--- src/rtl/vbi_regs_map.vh ---
// Purpose: Offsets, field positions, reset values and counts of the
//          vertical-blanking host control registers.
// Assumes: Byte-wide registers at 8-bit sub-addresses.
// Notes:   Definitions only.
`ifndef VBI_REGS_MAP_VH
`define VBI_REGS_MAP_VH

// ----------------------------------------------------------------
// Register sub-addresses
// ----------------------------------------------------------------
`define AUX_ENABLE_ADDR 8'h06
`define ANC_CAPTURE_ADDR 8'h07
`define WRITE_STATUS_ADDR 8'h0e
`define RESET_POWER_ADDR 8'h0f
`define DATA_FIRST_ADDR 8'h10
`define DATA_LAST_ADDR 8'h17

// ----------------------------------------------------------------
// Field positions
// ----------------------------------------------------------------
`define CC_EN_HI 7
`define CC_EN_LO 6
`define WSS_EN_HI 5
`define WSS_EN_LO 4
`define ANC_CC21_BIT 7
`define ANC_CC284_BIT 6
`define ANC_WSS20_BIT 5
`define ANC_WSS283_BIT 4
`define STATUS_CC21_BIT 4
`define STATUS_CC284_BIT 3
`define STATUS_WSS20_BIT 2
`define STATUS_WSS283_BIT 1
`define SOFT_RESET_BIT 7
`define PD_GENERAL_BIT 6
`define PD_COMPOSITE_BIT 5
`define PD_LUMA_BIT 3
`define PD_CHROMA_BIT 2

// ----------------------------------------------------------------
// Reset values and counts
// ----------------------------------------------------------------
`define EN_FIELD_RESET 2'b00
`define ANC_NIBBLE_RESET 4'h0
`define CAPTION_RESET 8'h80
`define WIDESCREEN_RESET 8'h00
`define WIDESCREEN_HIGH_MASK 8'h3f
`define CAPTION_BITS 5'd16
`define WIDESCREEN_BITS 5'd14
`define SOFT_RESET_CYCLES 4'h4
`define CYCLES_PER_BIT 8'h08

`endif

--- src/rtl/write_status_flag.v ---
// Purpose: One write-status flag of a VBI data register set.
// Assumes: load and sent are one-cycle pulses.
// Notes:   Reads 1 when the set may be rewritten.
`timescale 1ns/1ps
module write_status_flag (
   // Clock and reset
   input wire clk,
   input wire rstn,
   // Events
   input wire init,
   input wire load,
   input wire sent,
   // Flag
   output reg ready
);

   // New data outranks a completed transmission in the same cycle
   always @(posedge clk or negedge rstn) begin
      if (!rstn) begin
         ready <= 1'b1;
      end else if (init) begin
         ready <= 1'b1;
      end else if (load) begin
         ready <= 1'b0;
      end else if (sent) begin
         ready <= 1'b1;
      end
   end

endmodule // write_status_flag

--- src/rtl/vbi_bit_serializer.v ---
// Purpose: Shifts a VBI data word out least significant bit first.
// Assumes: start is a one-cycle pulse, ignored while busy.
// Notes:   Each bit holds for cycles_per_bit clocks.
`timescale 1ns/1ps
module vbi_bit_serializer #(
   parameter WIDTH = 16
) (
   // Clock and reset
   input wire clk,
   input wire rstn,
   // Control
   input wire abort,
   input wire start,
   input wire [WIDTH-1:0] word,
   input wire [4:0] nbits,
   input wire [7:0] cycles_per_bit,
   // Serial output
   output reg bit_out,
   output reg busy,
   output reg done
);

   reg [WIDTH-1:0] shift;
   reg [4:0] left;
   reg [7:0] tick;

   always @(posedge clk or negedge rstn) begin
      if (!rstn) begin
         shift <= {WIDTH{1'b0}};
         left <= 5'd0;
         tick <= 8'h00;
         bit_out <= 1'b0;
         busy <= 1'b0;
         done <= 1'b0;
      end else begin
         done <= 1'b0;
         if (abort) begin
            busy <= 1'b0;
            bit_out <= 1'b0;
            left <= 5'd0;
         end else if (!busy) begin
            if (start && nbits != 5'd0) begin
               busy <= 1'b1;
               bit_out <= word[0];
               shift <= word >> 1;
               left <= nbits - 5'd1;
               tick <= cycles_per_bit - 8'h01;
            end
         end else if (tick != 8'h00) begin
            tick <= tick - 8'h01;
         end else if (left == 5'd0) begin
            busy <= 1'b0;
            bit_out <= 1'b0;
            done <= 1'b1;
         end else begin
            bit_out <= shift[0];
            shift <= shift >> 1;
            left <= left - 5'd1;
            tick <= cycles_per_bit - 8'h01;
         end
      end
   end

endmodule // vbi_bit_serializer

--- src/rtl/vbi_host_control_regs.v ---
// Purpose: Host control and status registers of the VBI data path:
//          ancillary capture enables, write status, software reset,
//          power down, caption and widescreen data with serial output.
// Assumes: Register port is the decoded side of the serial control
//          interface; line strobes come from the video timing logic.
// Notes:   Function
// Function
// RL1: Bit 7 lets ancillary data load line 21
// RL2: Bit 6 lets ancillary data load line 284
// RL3: Bit 5 lets ancillary data load line 20
// RL4: Bit 4 lets ancillary data load line 283
// RL5: Enables need BT.656 mode; all reset zero
// RL6: Status bit 4 low while line 21 unsent
// RL7: Status bit 3 low while line 284 unsent
// RL8: Status bit 2 low while line 20 unsent
// RL9: Status bit 1 low while line 283 unsent
// RL10: Host rewrites a set only when flag reads 1
// RL11: Soft reset bit self-clears after the sequence
// RL12: Bit 6 powers down all DACs, digital
// RL13: Bit 5 powers down composite DAC only
// RL14: Bit 3 powers down luminance DAC only
// RL15: Bit 2 powers down chrominance DAC; reset zero
// RL16: Caption pair shifts out 16 bits, LSB first
// RL17: Caption enable field selects odd/even/both lines
// RL18: Widescreen enable field selects odd/even/both lines
// RL19: Flag drops on load, rises after transmission
// RL20: Soft reset restores all registers' reset values
`timescale 1ns/1ps
`include "vbi_regs_map.vh"
module vbi_host_control_regs #(
   parameter SETS = 4
) (
   // Clock and reset
   input wire clk,
   input wire rstn,
   // Register port from the serial control interface
   input wire [7:0] reg_addr,
   input wire reg_wr,
   input wire [7:0] reg_wdata,
   input wire reg_rd,
   output reg [7:0] reg_rdata,
   // Ancillary data from the BT.656 input
   input wire bt656_mode,
   input wire anc_valid,
   input wire [1:0] anc_set,
   input wire [15:0] anc_data,
   // Video timing: start of a VBI data line of the given set
   input wire line_start,
   input wire [1:0] line_set,
   // Serial VBI data toward the luma path
   output wire vbi_bit,
   output wire vbi_active,
   // Power and reset controls
   output wire power_down_digital,
   output wire dac_off_composite,
   output wire dac_off_luma,
   output wire dac_off_chroma,
   output wire soft_reset_busy
);

   // ----------------------------------------------------------------
   // Control registers
   // ----------------------------------------------------------------
   reg [1:0] cc_en;
   reg [1:0] wss_en;
   reg [3:0] anc_en;
   reg pd_general;
   reg pd_composite;
   reg pd_luma;
   reg pd_chroma;
   reg [3:0] srst_cnt;
   reg [7:0] data_mem [0:7];
   reg [1:0] tx_set;
   reg [SETS-1:0] host_load;
   reg [SETS-1:0] anc_load;
   reg [SETS-1:0] line_en;
   reg [15:0] tx_word;
   reg [4:0] tx_bits;
   wire soft_init;
   wire [SETS-1:0] ready;
   wire [SETS-1:0] sent;
   wire tx_start;
   wire tx_done;
   wire tx_busy;
   wire [7:0] status;
   wire [3:0] didx;
   integer i;

   assign soft_init = (srst_cnt != 4'h0);
   assign soft_reset_busy = soft_init;

   // Set order: 0 line 21, 1 line 284, 2 line 20, 3 line 283
   always @* begin
      host_load = {SETS{1'b0}};
      anc_load = {SETS{1'b0}};
      line_en = {wss_en[1], wss_en[0], cc_en[1], cc_en[0]}; // RL17 RL18
      for (i = 0; i < SETS; i = i + 1) begin
         if (reg_wr && !soft_init &&
               reg_addr[7:1] == (`DATA_FIRST_ADDR >> 1) + i) begin
            host_load[i] = 1'b1; // RL19
         end
         // Capture needs BT.656 mode and the per-set enable
         if (anc_valid && bt656_mode && anc_en[3-i] && !soft_init &&
               anc_set == i) begin
            anc_load[i] = 1'b1; // RL1 RL2 RL3 RL4 RL5
         end
      end
   end

   // ----------------------------------------------------------------
   // Register writes and the software reset sequence
   // ----------------------------------------------------------------
   always @(posedge clk or negedge rstn) begin
      if (!rstn) begin
         cc_en <= `EN_FIELD_RESET;
         wss_en <= `EN_FIELD_RESET;
         anc_en <= `ANC_NIBBLE_RESET;
         pd_general <= 1'b0;
         pd_composite <= 1'b0;
         pd_luma <= 1'b0;
         pd_chroma <= 1'b0;
         srst_cnt <= 4'h0;
         for (i = 0; i < 8; i = i + 1) begin
            data_mem[i] <= (i < 4) ? `CAPTION_RESET : `WIDESCREEN_RESET;
         end
      end else if (soft_init) begin
         // Hold everything at reset values until the count runs out
         cc_en <= `EN_FIELD_RESET; // RL20
         wss_en <= `EN_FIELD_RESET;
         anc_en <= `ANC_NIBBLE_RESET;
         pd_general <= 1'b0;
         pd_composite <= 1'b0;
         pd_luma <= 1'b0;
         pd_chroma <= 1'b0;
         srst_cnt <= srst_cnt - 4'h1; // RL11
         for (i = 0; i < 8; i = i + 1) begin
            data_mem[i] <= (i < 4) ? `CAPTION_RESET : `WIDESCREEN_RESET;
         end
      end else begin
         if (reg_wr) begin
            if (reg_addr == `AUX_ENABLE_ADDR) begin
               cc_en <= reg_wdata[`CC_EN_HI:`CC_EN_LO]; // RL17
               wss_en <= reg_wdata[`WSS_EN_HI:`WSS_EN_LO]; // RL18
            end else if (reg_addr == `ANC_CAPTURE_ADDR) begin
               anc_en <= reg_wdata[`ANC_CC21_BIT:`ANC_WSS283_BIT]; // RL5
            end else if (reg_addr == `RESET_POWER_ADDR) begin
               pd_general <= reg_wdata[`PD_GENERAL_BIT]; // RL12
               pd_composite <= reg_wdata[`PD_COMPOSITE_BIT]; // RL13
               pd_luma <= reg_wdata[`PD_LUMA_BIT]; // RL14
               pd_chroma <= reg_wdata[`PD_CHROMA_BIT]; // RL15
               if (reg_wdata[`SOFT_RESET_BIT]) begin
                  srst_cnt <= `SOFT_RESET_CYCLES; // RL11
               end
            end else if (reg_addr >= `DATA_FIRST_ADDR &&
                  reg_addr <= `DATA_LAST_ADDR) begin
               data_mem[reg_addr[2:0]] <= reg_wdata;
            end
         end
         // Ancillary capture loads a whole byte pair
         for (i = 0; i < SETS; i = i + 1) begin
            if (anc_load[i]) begin
               data_mem[2*i] <= anc_data[7:0]; // RL1 RL2 RL3 RL4
               data_mem[2*i+1] <= anc_data[15:8];
            end
         end
      end
   end

   // ----------------------------------------------------------------
   // Write-status flags
   // ----------------------------------------------------------------
   genvar g;
   generate
      for (g = 0; g < SETS; g = g + 1) begin : flag
         assign sent[g] = tx_done && (tx_set == g);
         write_status_flag u_flag (
            .clk(clk),
            .rstn(rstn),
            .init(soft_init),
            .load(host_load[g] | anc_load[g]),
            .sent(sent[g]),
            .ready(ready[g])
         ); // RL6 RL7 RL8 RL9 RL19
      end
   endgenerate

   assign status = {3'b000, ready[0], ready[1], ready[2], ready[3],
      1'b0}; // RL6 RL7 RL8 RL9

   // ----------------------------------------------------------------
   // Line transmission
   // ----------------------------------------------------------------
   assign didx = {1'b0, line_set, 1'b0};
   assign tx_start = line_start && line_en[line_set] && !tx_busy &&
      !pd_general && !soft_init;

   // Caption sends 16 bits, widescreen the 14 valid bits
   always @* begin
      if (line_set[1]) begin
         tx_word = {data_mem[didx[2:0] + 3'd1] & `WIDESCREEN_HIGH_MASK,
            data_mem[didx[2:0]]};
         tx_bits = `WIDESCREEN_BITS;
      end else begin
         tx_word = {data_mem[didx[2:0] + 3'd1], data_mem[didx[2:0]]};
         tx_bits = `CAPTION_BITS; // RL16
      end
   end

   always @(posedge clk or negedge rstn) begin
      if (!rstn) begin
         tx_set <= 2'b00;
      end else if (tx_start) begin
         tx_set <= line_set;
      end
   end

   vbi_bit_serializer #(
      .WIDTH(16)
   ) u_serializer (
      .clk(clk),
      .rstn(rstn),
      .abort(soft_init | pd_general),
      .start(tx_start),
      .word(tx_word),
      .nbits(tx_bits),
      .cycles_per_bit(`CYCLES_PER_BIT),
      .bit_out(vbi_bit),
      .busy(tx_busy),
      .done(tx_done)
   ); // RL16

   assign vbi_active = tx_busy;

   // ----------------------------------------------------------------
   // Power-down outputs
   // ----------------------------------------------------------------
   assign power_down_digital = pd_general; // RL12
   assign dac_off_composite = pd_general | pd_composite; // RL13
   assign dac_off_luma = pd_general | pd_luma; // RL14
   assign dac_off_chroma = pd_general | pd_chroma; // RL15

   // ----------------------------------------------------------------
   // Register reads
   // ----------------------------------------------------------------
   always @(posedge clk or negedge rstn) begin
      if (!rstn) begin
         reg_rdata <= 8'h00;
      end else if (reg_rd) begin
         if (reg_addr == `AUX_ENABLE_ADDR) begin
            reg_rdata <= {cc_en, wss_en, 4'h0};
         end else if (reg_addr == `ANC_CAPTURE_ADDR) begin
            reg_rdata <= {anc_en, 4'h0};
         end else if (reg_addr == `WRITE_STATUS_ADDR) begin
            reg_rdata <= status;
         end else if (reg_addr == `RESET_POWER_ADDR) begin
            reg_rdata <= {soft_init, pd_general, pd_composite, 1'b0,
               pd_luma, pd_chroma, 2'b00}; // RL11
         end else if (reg_addr >= `DATA_FIRST_ADDR &&
               reg_addr <= `DATA_LAST_ADDR) begin
            if (reg_addr[2] && reg_addr[0]) begin
               reg_rdata <= data_mem[reg_addr[2:0]] & `WIDESCREEN_HIGH_MASK;
            end else begin
               reg_rdata <= data_mem[reg_addr[2:0]];
            end
         end else begin
            reg_rdata <= 8'h00;
         end
      end
   end

endmodule // vbi_host_control_regs

--- config.mk ---
export PLATFORM = sky130hd
export DESIGN_NAME = vbi_host_control_regs
export DESIGN_NICKNAME = d
export VERILOG_FILES = /design/src/rtl/write_status_flag.v /design/src/rtl/vbi_bit_serializer.v /design/src/rtl/vbi_host_control_regs.v
export VERILOG_INCLUDE_DIRS = /design/src /design/src/rtl
export SDC_FILE = /design/constraint.sdc
export NUM_CORES = 1
export LEC_CHECK = 0
export ABC_AREA = 1
export BUFFER_PORTS_ARGS = -buffer_cell sky130_fd_sc_hd__buf_2
export CORE_MARGIN = 8
export CORE_UTILIZATION = 30
export DETAILED_ROUTE_END_ITERATION = 12
export RECOVER_POWER = 25
export SLEW_MARGIN = 15
export SYNTH_ARGS = -nofsm -noshare
export SYNTH_HDL_FRONTEND = slang
export SYNTH_SLANG_ARGS = --single-unit
--- constraint.sdc ---
create_clock -name clk -period 1.7 [get_ports clk]
set_input_delay 0.34 -clock clk [delete_from_list [all_inputs] [get_ports clk]]
set_output_delay 0.34 -clock clk [all_outputs]
set_load 0.02 [all_outputs]
Word level (Yosys, flattened, before mapping)
Cells that the tools add are included.
{"block": "totals", "ff_bits": 126, "ramBits": 0, "rom_bits": 0, "latchBits": 0, "word_cells": 270, "mem_count": 0, "out_inout_bits": 15}
{"block": "op_classes", "n_reduce_logical": 70, "bitwise": 12, "magnitude_cmp": 7, "shifts": 0, "eq_ne": 33, "multipliers": 0, "addsub": 5, "div_mod_pow": 0, "muxes": 115}
{"cell": "$mux 64", "n": 6}
{"cell": "$mux 16", "n": 9}
{"cell": "$mux 8", "n": 17}
{"cell": "$bmux 8 s3", "n": 3}
{"cell": "$bwmux 64", "n": 1}
{"cell": "$mux 1", "n": 55}
{"cell": "$mux 4", "n": 10}
{"cell": "$ne 3x3->1 const B", "n": 13}
{"cell": "$reduce_bool 3->1", "n": 13}
{"cell": "$logic_and 1x1->1", "n": 30}
{"cell": "$mux 5", "n": 6}
{"cell": "$eq 7x4->1 const B", "n": 4}
{"cell": "$reduce_and 5->1", "n": 5}
{"cell": "$demux 8 s3", "n": 1}
{"cell": "$eq 8x3->1 const B", "n": 2}
{"cell": "$eq 8x4->1 const B", "n": 2}
{"cell": "$ge 4x4->1 const B", "n": 3}
{"cell": "$mux 2", "n": 6}
{"cell": "$not 3->4", "n": 3}
{"cell": "$reduce_bool 2->1", "n": 6}
{"cell": "$sub 5x1->5 const B", "n": 2}
{"cell": "$reduce_and 3->1", "n": 3}
{"cell": "$eq 2x2->1 const B", "n": 4}
{"cell": "$ge 8x5->1 const B", "n": 1}
{"cell": "other kinds (20)", "n": 37}

Depth between registers and ports, before layout
Gate-level depths: netlist of the first run.
{"block": "depth", "word_depth": 13, "depth_mapped": 11, "depth_no_buf": 11}

By module
A second synthesis of the first run with hierarchy kept.
{"block": "hier_totals", "cells_unflattened": 1173, "area_unflattened_um2": 8181.6}
{"module": "vbi_host_control_regs", "cells_each": 909, "n_inst": 1, "area_per_inst_um2": 5978.2, "seq_area_each_um2": 2157.1}
{"module": "vbi_bit_serializer", "cells_each": 244, "n_inst": 1, "area_per_inst_um2": 2033.2, "seq_area_each_um2": 775.7}
{"module": "write_status_flag", "cells_each": 5, "n_inst": 4, "area_per_inst_um2": 42.5, "seq_area_each_um2": 26.3}

Worst setup path before layout of the first run
No wires, ideal clock.
{"block": "synth_timing", "kind": "register to register", "startpoint": "register u_serializer.busy", "endpoint": "register u_serializer.left[4]", "path_stages_with_launch": 11, "arrival_ns": 1.750, "path_slack_ns": -0.121, "synth_period_minus_slack_ns": 1.821, "t_required_ns": 1.629, "path_cell_list": "dfrtp_1 buf_2 inv_2 nand2_1 clkbuf_1 o21ai_0 ha_1 nand3_1 xor2_1 nor2_1 nor2_1"}
{"block": "synth_between", "elab_chain_len": 7}
{"element": "start: declaration", "line": "vbi_bit_serializer.v:19", "text": "output reg busy,"}
{"element": "start signal: assignment", "line": "vbi_bit_serializer.v:33", "text": "busy <= 1'b0;"}
{"element": "start signal: assignment", "line": "vbi_bit_serializer.v:38", "text": "busy <= 1'b0;"}
{"element": "start signal: assignment", "line": "vbi_bit_serializer.v:43", "text": "busy <= 1'b1;"}
{"element": "$logic_not 1->1"}
{"element": "$logic_and 1x1->1 (2 in a row)", "line": "vbi_host_control_regs.v:194", "text": "assign tx_start = line_start && line_en[line_set] && !tx_busy &&"}
{"element": "$logic_and 1x1->1", "line": "vbi_host_control_regs.v:195", "text": "!pd_general && !soft_init;"}
{"element": "$logic_and 1x1->1", "line": "vbi_bit_serializer.v:42", "text": "if (start && nbits != 5'd0) begin"}
{"element": "$reduce_bool 3->1 (no line)"}
{"element": "$reduce_and 3->1 (no line)"}
{"element": "end signal: assignment", "line": "vbi_bit_serializer.v:46", "text": "left <= nbits - 5'd1;"}
{"element": "end signal: assignment", "line": "vbi_bit_serializer.v:58", "text": "left <= left - 5'd1;"}
{"element": "end: declaration", "line": "vbi_bit_serializer.v:24", "text": "reg [4:0] left;"}
Several ways; a longest one is shown, not always the timed one.
A chain may end at the register's enable or synchronous reset.

Final worst setup path of the first run
{"block": "layout_timing", "startpoint": "register srst_cnt[1]", "endpoint": "output soft_reset_busy"}
{"block": "layout_between", "elab_chain_len": 1}
{"element": "start: declaration", "line": "vbi_host_control_regs.v:71", "text": "reg [3:0] srst_cnt;"}
{"element": "start signal: assignment", "line": "vbi_host_control_regs.v:135", "text": "srst_cnt <= srst_cnt - 4'h1;"}
{"element": "start signal: assignment", "line": "vbi_host_control_regs.v:152", "text": "srst_cnt <= `SOFT_RESET_CYCLES;"}
{"element": "$reduce_bool 4->1", "line": "vbi_host_control_regs.v:89", "text": "assign soft_init = (srst_cnt != 4'h0);"}
{"element": "end: declaration", "line": "vbi_host_control_regs.v:58", "text": "output wire soft_reset_busy"}
Every way passes these cells.

==> qor.yml, run 1 <==
run_status:
  status: "complete, but fails checks"
  violations: "negative setup slack"
power:
  p_int_w: 0.008085
  swShare_pct: 40.45
  peakVddDrop_uv: 776.1
  seqPwrFrac_pct: 29.8
  p_leak_nw: 5.253
  pwr-share-clk_pct: 26.4
  power.switching_w: 0.005493
  p_per_area_nw_per_um2: 1287
  p_comb_share_pct: 43.8
global_route:
  overflow: 0
  grt_max_degree: 48
  grt_pass1_wl_um: 44880
  grt_pass1_vias: 8059
  antenna_found_initial: 0
  gr-usage-all-layers_pct: 18.52
route:
  drc: 0
  first_iter_violations: 753
  drt_wl_total_um: 29640
  ant_nets: 0
  dr.pass1.iters: 5
  wire_per_inst_um: 17.81
  vias: 8508
  vias_per_cell: 5.113
yosys:
  netlist_area_um2: 7757
  synth.ff_latch_count: 121
  ys_types: 43
  synth.net_count: 1194
  synth_warnings: 0
  synth_area_per_cell_um2: 6.757
  synth_edf_count: 0
  synth_flop_cell: "dfrtp_1"
  async_reset_ff_share_pct: 100.0
  ys_seq_area_share_pct: 39.16
  synth_cells: 1148
final_layout:
  diodes: 0
  nNetsFinal: 1362
  area.growth.synth_to_final_pct: 36.03
  drive_above_1_share_pct: 29.35
  fillers: 2661
  stdcell_count: 1664
floorplanning:
  design.core.area_um2: 25690
  dieArea_um2: 31260
  ios: 58
  placementRows: 59
  die_y_um: 176.8
  die_w_um: 176.8
  initial_utilization_pct: 30.20
clock_tree:
  cts_tree: "built"
  insertion_delay_ns: 0.43
  clkSinkCount: 121
  cts_buffer_depth: 2
  cts-buffers-inserted: 17
  cts_max_level: 4
  clk_pin_slew_worst_paths_ns: 0.06
  cts-root-buf: "clkbuf_16"
sta:
  rsz0062_at_grt: "yes"
  slew_viol_final: 0
  layout_setup_ws_ns: -0.05440
  clock_skew_ns: 0.01235
  fin_crit_sh_pct: 103.2
  min_period_ns: 1.754
  setup_violations: 18
  fmax_mhz: 570.0
  hold_violations: 0
  relSlewSlack_pct: 53.59
  worstMarginPinSlew_ns: 0.6961
  whs_ns: 0.2087
critical_path:
  crit_fanout: 6
  crit_path_end_kind: "primary output"
  critPathKind: "flip-flop to primary output"
  startpoint_type: "flip-flop"
  critPathArrivalTime_ns: 1.41
  crit_required_ns: 1.36
place:
  post-dp-hpwl_um: 22250
  placement.io_buffers: 57
  place_inst: 1600
  dp_slack_ns: -0.06630
  gp_congestion: 1.000
flow_run:
  cap_violations: 0
hold_path:
  hold_path.class: "input pin to flip-flop"
## routing by layer
metal | share of wire, % | vias up | global-route usage (%) | wire length [µm]
li1 | - | 4039 | - | -
met1 | 44 | 4061 | 25.23 | 13170
met2 | 46 | 334 | 28.78 | 13500
met3 | 6.4 | 74 | 3.734 | 1910
met4 | 3.6 | 0 | 6.305 | 1056
met5 | 0 | - | 0 | 0
## registers in the layout (all words and copies together) (netlist names), 2 cells and up
register	count
flag.u_flag.ready	4
srst_cnt	4
wss_en	2
u_serializer.shift	15
reg_rdata	8
u_serializer.left	5
anc_en	4
cc_en	2
data_mem	60
tx_set	2
u_serializer.tick	8
## synthesized netlist by cell type, drive strengths merged, types with 6 or more instances
| cell | number | area [µm²] |
|---|---|---|
| a21oi | 49 | 271.5 |
| a31oi | 6 | 37.54 |
| buf | 28 | 180.2 |
| clkbuf | 16 | 80.08 |
| dfrtp | 113 | 2828 |
| dfstp | 8 | 210.2 |
| inv | 105 | 401.6 |
| nand2 | 438 | 1757 |
| nand3 | 95 | 485.5 |
| nand4 | 10 | 62.56 |
| nor2 | 110 | 465.4 |
| o21ai | 134 | 681.9 |
## power by group through the flow
stage	Clock [W]	Sequential (W)	Combinational (W)
floorplan	0	0.00386	0.00290
global placement	0	0.00404	0.00438
detailed placement	0	0.00405	0.00443
CTS	0.00361	0.00401	0.00496
global route	0.00373	0.00411	0.00649
finish	0.00358	0.00405	0.00595
## metrics by stage
stage / utilization, % / cell area, µm² / total power [W] / setup TNS, ns
3_5_place_dp: 35.36 / 9085 / 0.008480 / -0.6004
3_3_place_gp: 35.36 / 9085 / 0.008415 / -0.2476
2_1_floorplan: - / 7759 / 0.006758 / 0
5_1_grt: 41.08 / 10550 / 0.01432 / -3.776
4_1_cts: 38.44 / 9876 / 0.01257 / -0.4542
6_report: 41.08 / 10550 / 0.01358 / -0.3332
## area by class of cell
cell class	count	area (µm²)	area share, %
multi-input cells	874	4478	42.44
inverters	109	464.2	4.399
flip-flops and latches	121	3039	28.80
clock buffers	20	446.7	4.233
repair buffers	193	1580	14.98
well taps	335	419.2	3.972
clock inverters	12	125.1	1.186
## path summary, 6_finish.rpt
check                                              endpoint  slack [ns]                startpoint  cells past startpoint
min                                reg_rdata[1]$_DFFE_PN0P_        0.21                    reg_rd                      3
max in group asynchronous  flag[0].u_flag.ready$_DFFE_PN1P_        0.17                      rstn                      3
max                                         soft_reset_busy       -0.05   srst_cnt[1]$_DFFE_PN0P_                      4
max reg2reg                        data_mem[49]$_DFFE_PN0P_       -0.04   srst_cnt[1]$_DFFE_PN0P_                     10
min in group asynchronous          data_mem[33]$_DFFE_PN0P_        0.50                      rstn                      2
min reg2reg                        reg_rdata[0]$_DFFE_PN0P_        0.47  reg_rdata[0]$_DFFE_PN0P_                      2
## cells in the final DEF, fill, tap and decap left out, drive strengths merged
cell type      n
nand3         95
o211ai         4
dfrtp        113
o21bai         1
nand3b         1
o22ai          5
dlygate4sd3    1
a31oi          6
a21boi         1
xor2           3
o211a          2
clkinvlp       3
a21oi         49
xnor2          2
nand2        438
nand4         10
dfstp          8
a31o           1
bufinv         2
o2111ai        4
o21ai        134
clkbuf        24
nor3           5
clkinv        10
ha             3
buf          188
nor2         110
inv          106
## what timing repair did
action                     4_1_cts  5_1_grt
hold buffers                     1        0
setup buffers                   12       17
gates cloned                     0        3
setup endpoints to repair       38       95
pin swaps                        9       63
hold endpoints to repair        17        0
resized for setup               28      165
## logic make-up (layout without fill, tap and decap cells)
| logic type | Yosys count | after routing | share of synthesized area (%) |
|---|---|---|---|
| xor gates and xnor gates | 5 | 5 | 0.5646 |
| adders and majority gates | 3 | 3 | 0.4839 |
| AOI/OAI and AO/OA | 207 | 207 | 14.58 |
| and+or+nand+nor | 659 | 659 | 36.48 |
| DFF | 121 | 121 | 39.16 |
| buffers and inverters | 153 | 334 | 8.726 |
## critical path, stage by stage, from the launching register on
cell	delay (ns)
dfrtp_1	0.40
nor2_4	0.16
nand2_4	0.13
buf_12	0.16
buf_8	0.12
(Power assumes the default switching activity.)
==> run 2, diff against run 1 <==
--- a/config.mk
+++ b/config.mk
@@ -8,10 +8,14 @@
 export LEC_CHECK = 0
 export ABC_AREA = 1
 export BUFFER_PORTS_ARGS = -buffer_cell sky130_fd_sc_hd__buf_2
+export CELL_PAD_IN_SITES_DETAIL_PLACEMENT = 0
+export CELL_PAD_IN_SITES_GLOBAL_PLACEMENT = 1
 export CORE_MARGIN = 8
 export CORE_UTILIZATION = 30
 export DETAILED_ROUTE_END_ITERATION = 12
+export PLACE_DENSITY_LB_ADDON = 0.1
 export RECOVER_POWER = 25
+export SKIP_LAST_GASP = 1
 export SLEW_MARGIN = 15
 export SYNTH_ARGS = -nofsm -noshare
 export SYNTH_HDL_FRONTEND = slang
==> run 2 against run 1 <==
- the run still ends with negative setup slack left
- clock skew about the same
- sequential power is essentially flat
- wire length grew 12%
- clock power about the same
- via count decreased by 2.9%
- sequential share of layout area increased by 0.11 points
- hold slack better by 0.055 ns
- count of clock-buffer cells in the layout down 2
- final area decreased by 0.43%
- die area did not move
- critical path depth increased by 4
- critical endpoint is now data_mem[51]$_DFFE_PN0P_
==> qor.yml, run 2 (synthesized netlist as in run 1, its figures left out) <==
critical_path:
  crit_slowest_cell: "dfrtp_1"
  reg2reg_slack_ns: -0.04
  critPathArrivalTime_ns: 2.05
  ff2ff_path_depth: 8
  crit_required_ns: 2.01
  startpoint_type: "flip-flop"
  crit_end: "data_mem[51]$_DFFE_PN0P_"
  worstPathCellList: "nor2_4 > nand2_4 > buf_4 > a21oi_4 > nand2_2 > buf_4 > nand2_1 > nand2_1"
  r2r-end: "data_mem[51]$_DFFE_PN0P_"
  r2r-start: "srst_cnt[3]$_DFFE_PN0P_"
  crit_fanout: 9
  critPathKind: "flip-flop to flip-flop"
  crit_path_max_incr_delay_ns: 0.40
  crit_path_end_kind: "flip-flop"
  critPathLaunch: "srst_cnt[3]$_DFFE_PN0P_"
global_route:
  antenna_found_initial: 1
  grt_pass1_vias: 8107
  grt_max_degree: 47
  grt_pass1_wl_um: 50540
  gr-usage-all-layers_pct: 21.38
  overflow: 0
final_layout:
  layout_commonest_cell: "nand2_1"
  final_cell_mix: "387 x nand2_1, 113 x dfrtp_1, 103 x buf_4"
  stdcell_count: 1665
  multi_input_area_um2: 4483
  fillers: 2744
  diodes: 0
  drive_above_1_share_pct: 28.27
  reg_top3: "data_mem x60, u_serializer.shift x15"
  top_register: "data_mem"
  area.growth.synth_to_final_pct: 35.45
  ff_latch_area_um2: 3038
  nNetsFinal: 1363
  largest_reg_flops: 60
  finalInstanceArea_um2: 10510
clock_tree:
  insertion_delay_ns: 0.43
  cts-buffers-inserted: 17
  clkSinkCount: 121
  cts_buffer_depth: 2
  clk_pin_slew_worst_paths_ns: 0.07
  cts-root-buf: "clkbuf_16"
  cts_max_level: 4
  cts_tree: "built"
route:
  first_iter_violations: 731
  vias: 8260
  drt_wl_total_um: 33190
  drc: 0
  wire_per_inst_um: 19.93
  vias_per_cell: 4.961
  ant_nets: 0
  dr.pass1.iters: 5
place:
  place_inst: 1617
  placement.io_buffers: 57
  dp_slack_ns: -0.2108
  post-dp-hpwl_um: 25880
  gp_congestion: 0.8994
  placed_cell_area_um2: 9263
floorplanning:
  dieArea_um2: 31260
  design.core.area_um2: 25690
  die_y_um: 176.8
  initial_utilization_pct: 30.20
  placementRows: 59
  ios: 58
  die_w_um: 176.8
run_status:
  status: "complete, but fails checks"
  violations: "negative setup slack"
power:
  peakVddDrop_uv: 667.8
  finalPower_w: 0.01352
  p_leak_nw: 5.244
  p_per_area_nw_per_um2: 1287
sta:
  worstMarginPinSlew_ns: 0.6662
  hold_violations: 0
  fmax_mhz: 576.1
  relSlewSlack_pct: 55.59
  setup_violations: 9
  whs_ns: 0.2636
  min_period_ns: 1.736
  fin_crit_sh_pct: 102.1
  slew_viol_final: 0
  layout_setup_ws_ns: -0.03573
  rsz0062_at_grt: "yes"
  clock_skew_ns: 0.01227
hold_path:
  hold_path.class: "input pin to flip-flop"
flow_run:
  cap_violations: 0
## run 2: metal layers
| metal | global-route usage (%) | vias up | share of wire [%] |
|---|---|---|---|
| li1 | - | 4054 | - |
| met1 | 29.74 | 3942 | 48 |
| met2 | 33.62 | 208 | 46 |
| met5 | 0 | - | 0.039 |
| met4 | 6.410 | 2 | 2.5 |
| met3 | 3.328 | 54 | 4.0 |
## run 2: cell type report
cell class	instances	area share, %
clock buffers	18	4.084
clock inverters	14	1.334
inverters	109	4.311
multi-input cells	876	42.66
flip-flops and latches	121	28.91
well taps	335	3.989
repair buffers	192	14.71
## run 2: power breakdown
part	switching (W)	internal (W)	leakage [nW]
clock	0.00154	0.00205	0.268
combinational	0.00358	0.00231	3.35
sequential	0.000545	0.00349	1.62
total	0.00566	0.00786	5.24
## run 2: through the flow
stage	util (%)	TNS, ns
6_report	40.90	-0.08657
4_1_cts	38.87	-1.617
3_5_place_dp	36.06	-3.209
2_1_floorplan	-	0
5_1_grt	40.90	-3.813
3_3_place_gp	36.06	-3.147
## run 2: repair_timing
item | in CTS | in global routing
gates resized for setup | 31 | 131
pin swaps | 8 | 23
hold endpoints to repair | 12 | 0
setup endpoints to repair | 32 | 94
buffers inserted | 6 | 5
hold buffers | 1 | 0
cloned | 1 | 4
## run 2: critical path, delay by kind of cell, from the launching register on
| family | cells | cell delay, ns |
|---|---|---|
| AO/OA/AOI/OAI | 1 | 0.19 |
| buffers and inverters | 2 | 0.40 |
| flip-flops | 1 | 0.40 |
| AND/OR/NAND/NOR | 5 | 0.62 |
## run 2: how the worst min path moves through the flow
| stage | from | depth (start not counted) | endpoint |
|---|---|---|---|
| floorplan | rstn | 0 | anc_en[0]$_DFFE_PN0P_ |
| global route | reg_rd | 3 | reg_rdata[1]$_DFFE_PN0P_ |
| global placement | rstn | 1 | srst_cnt[1]$_DFFE_PN0P_ |
| finish | reg_rd | 3 | reg_rdata[1]$_DFFE_PN0P_ |
| detailed placement | rstn | 1 | srst_cnt[2]$_DFFE_PN0P_ |
| CTS | reg_rd | 3 | reg_rdata[1]$_DFFE_PN0P_ |
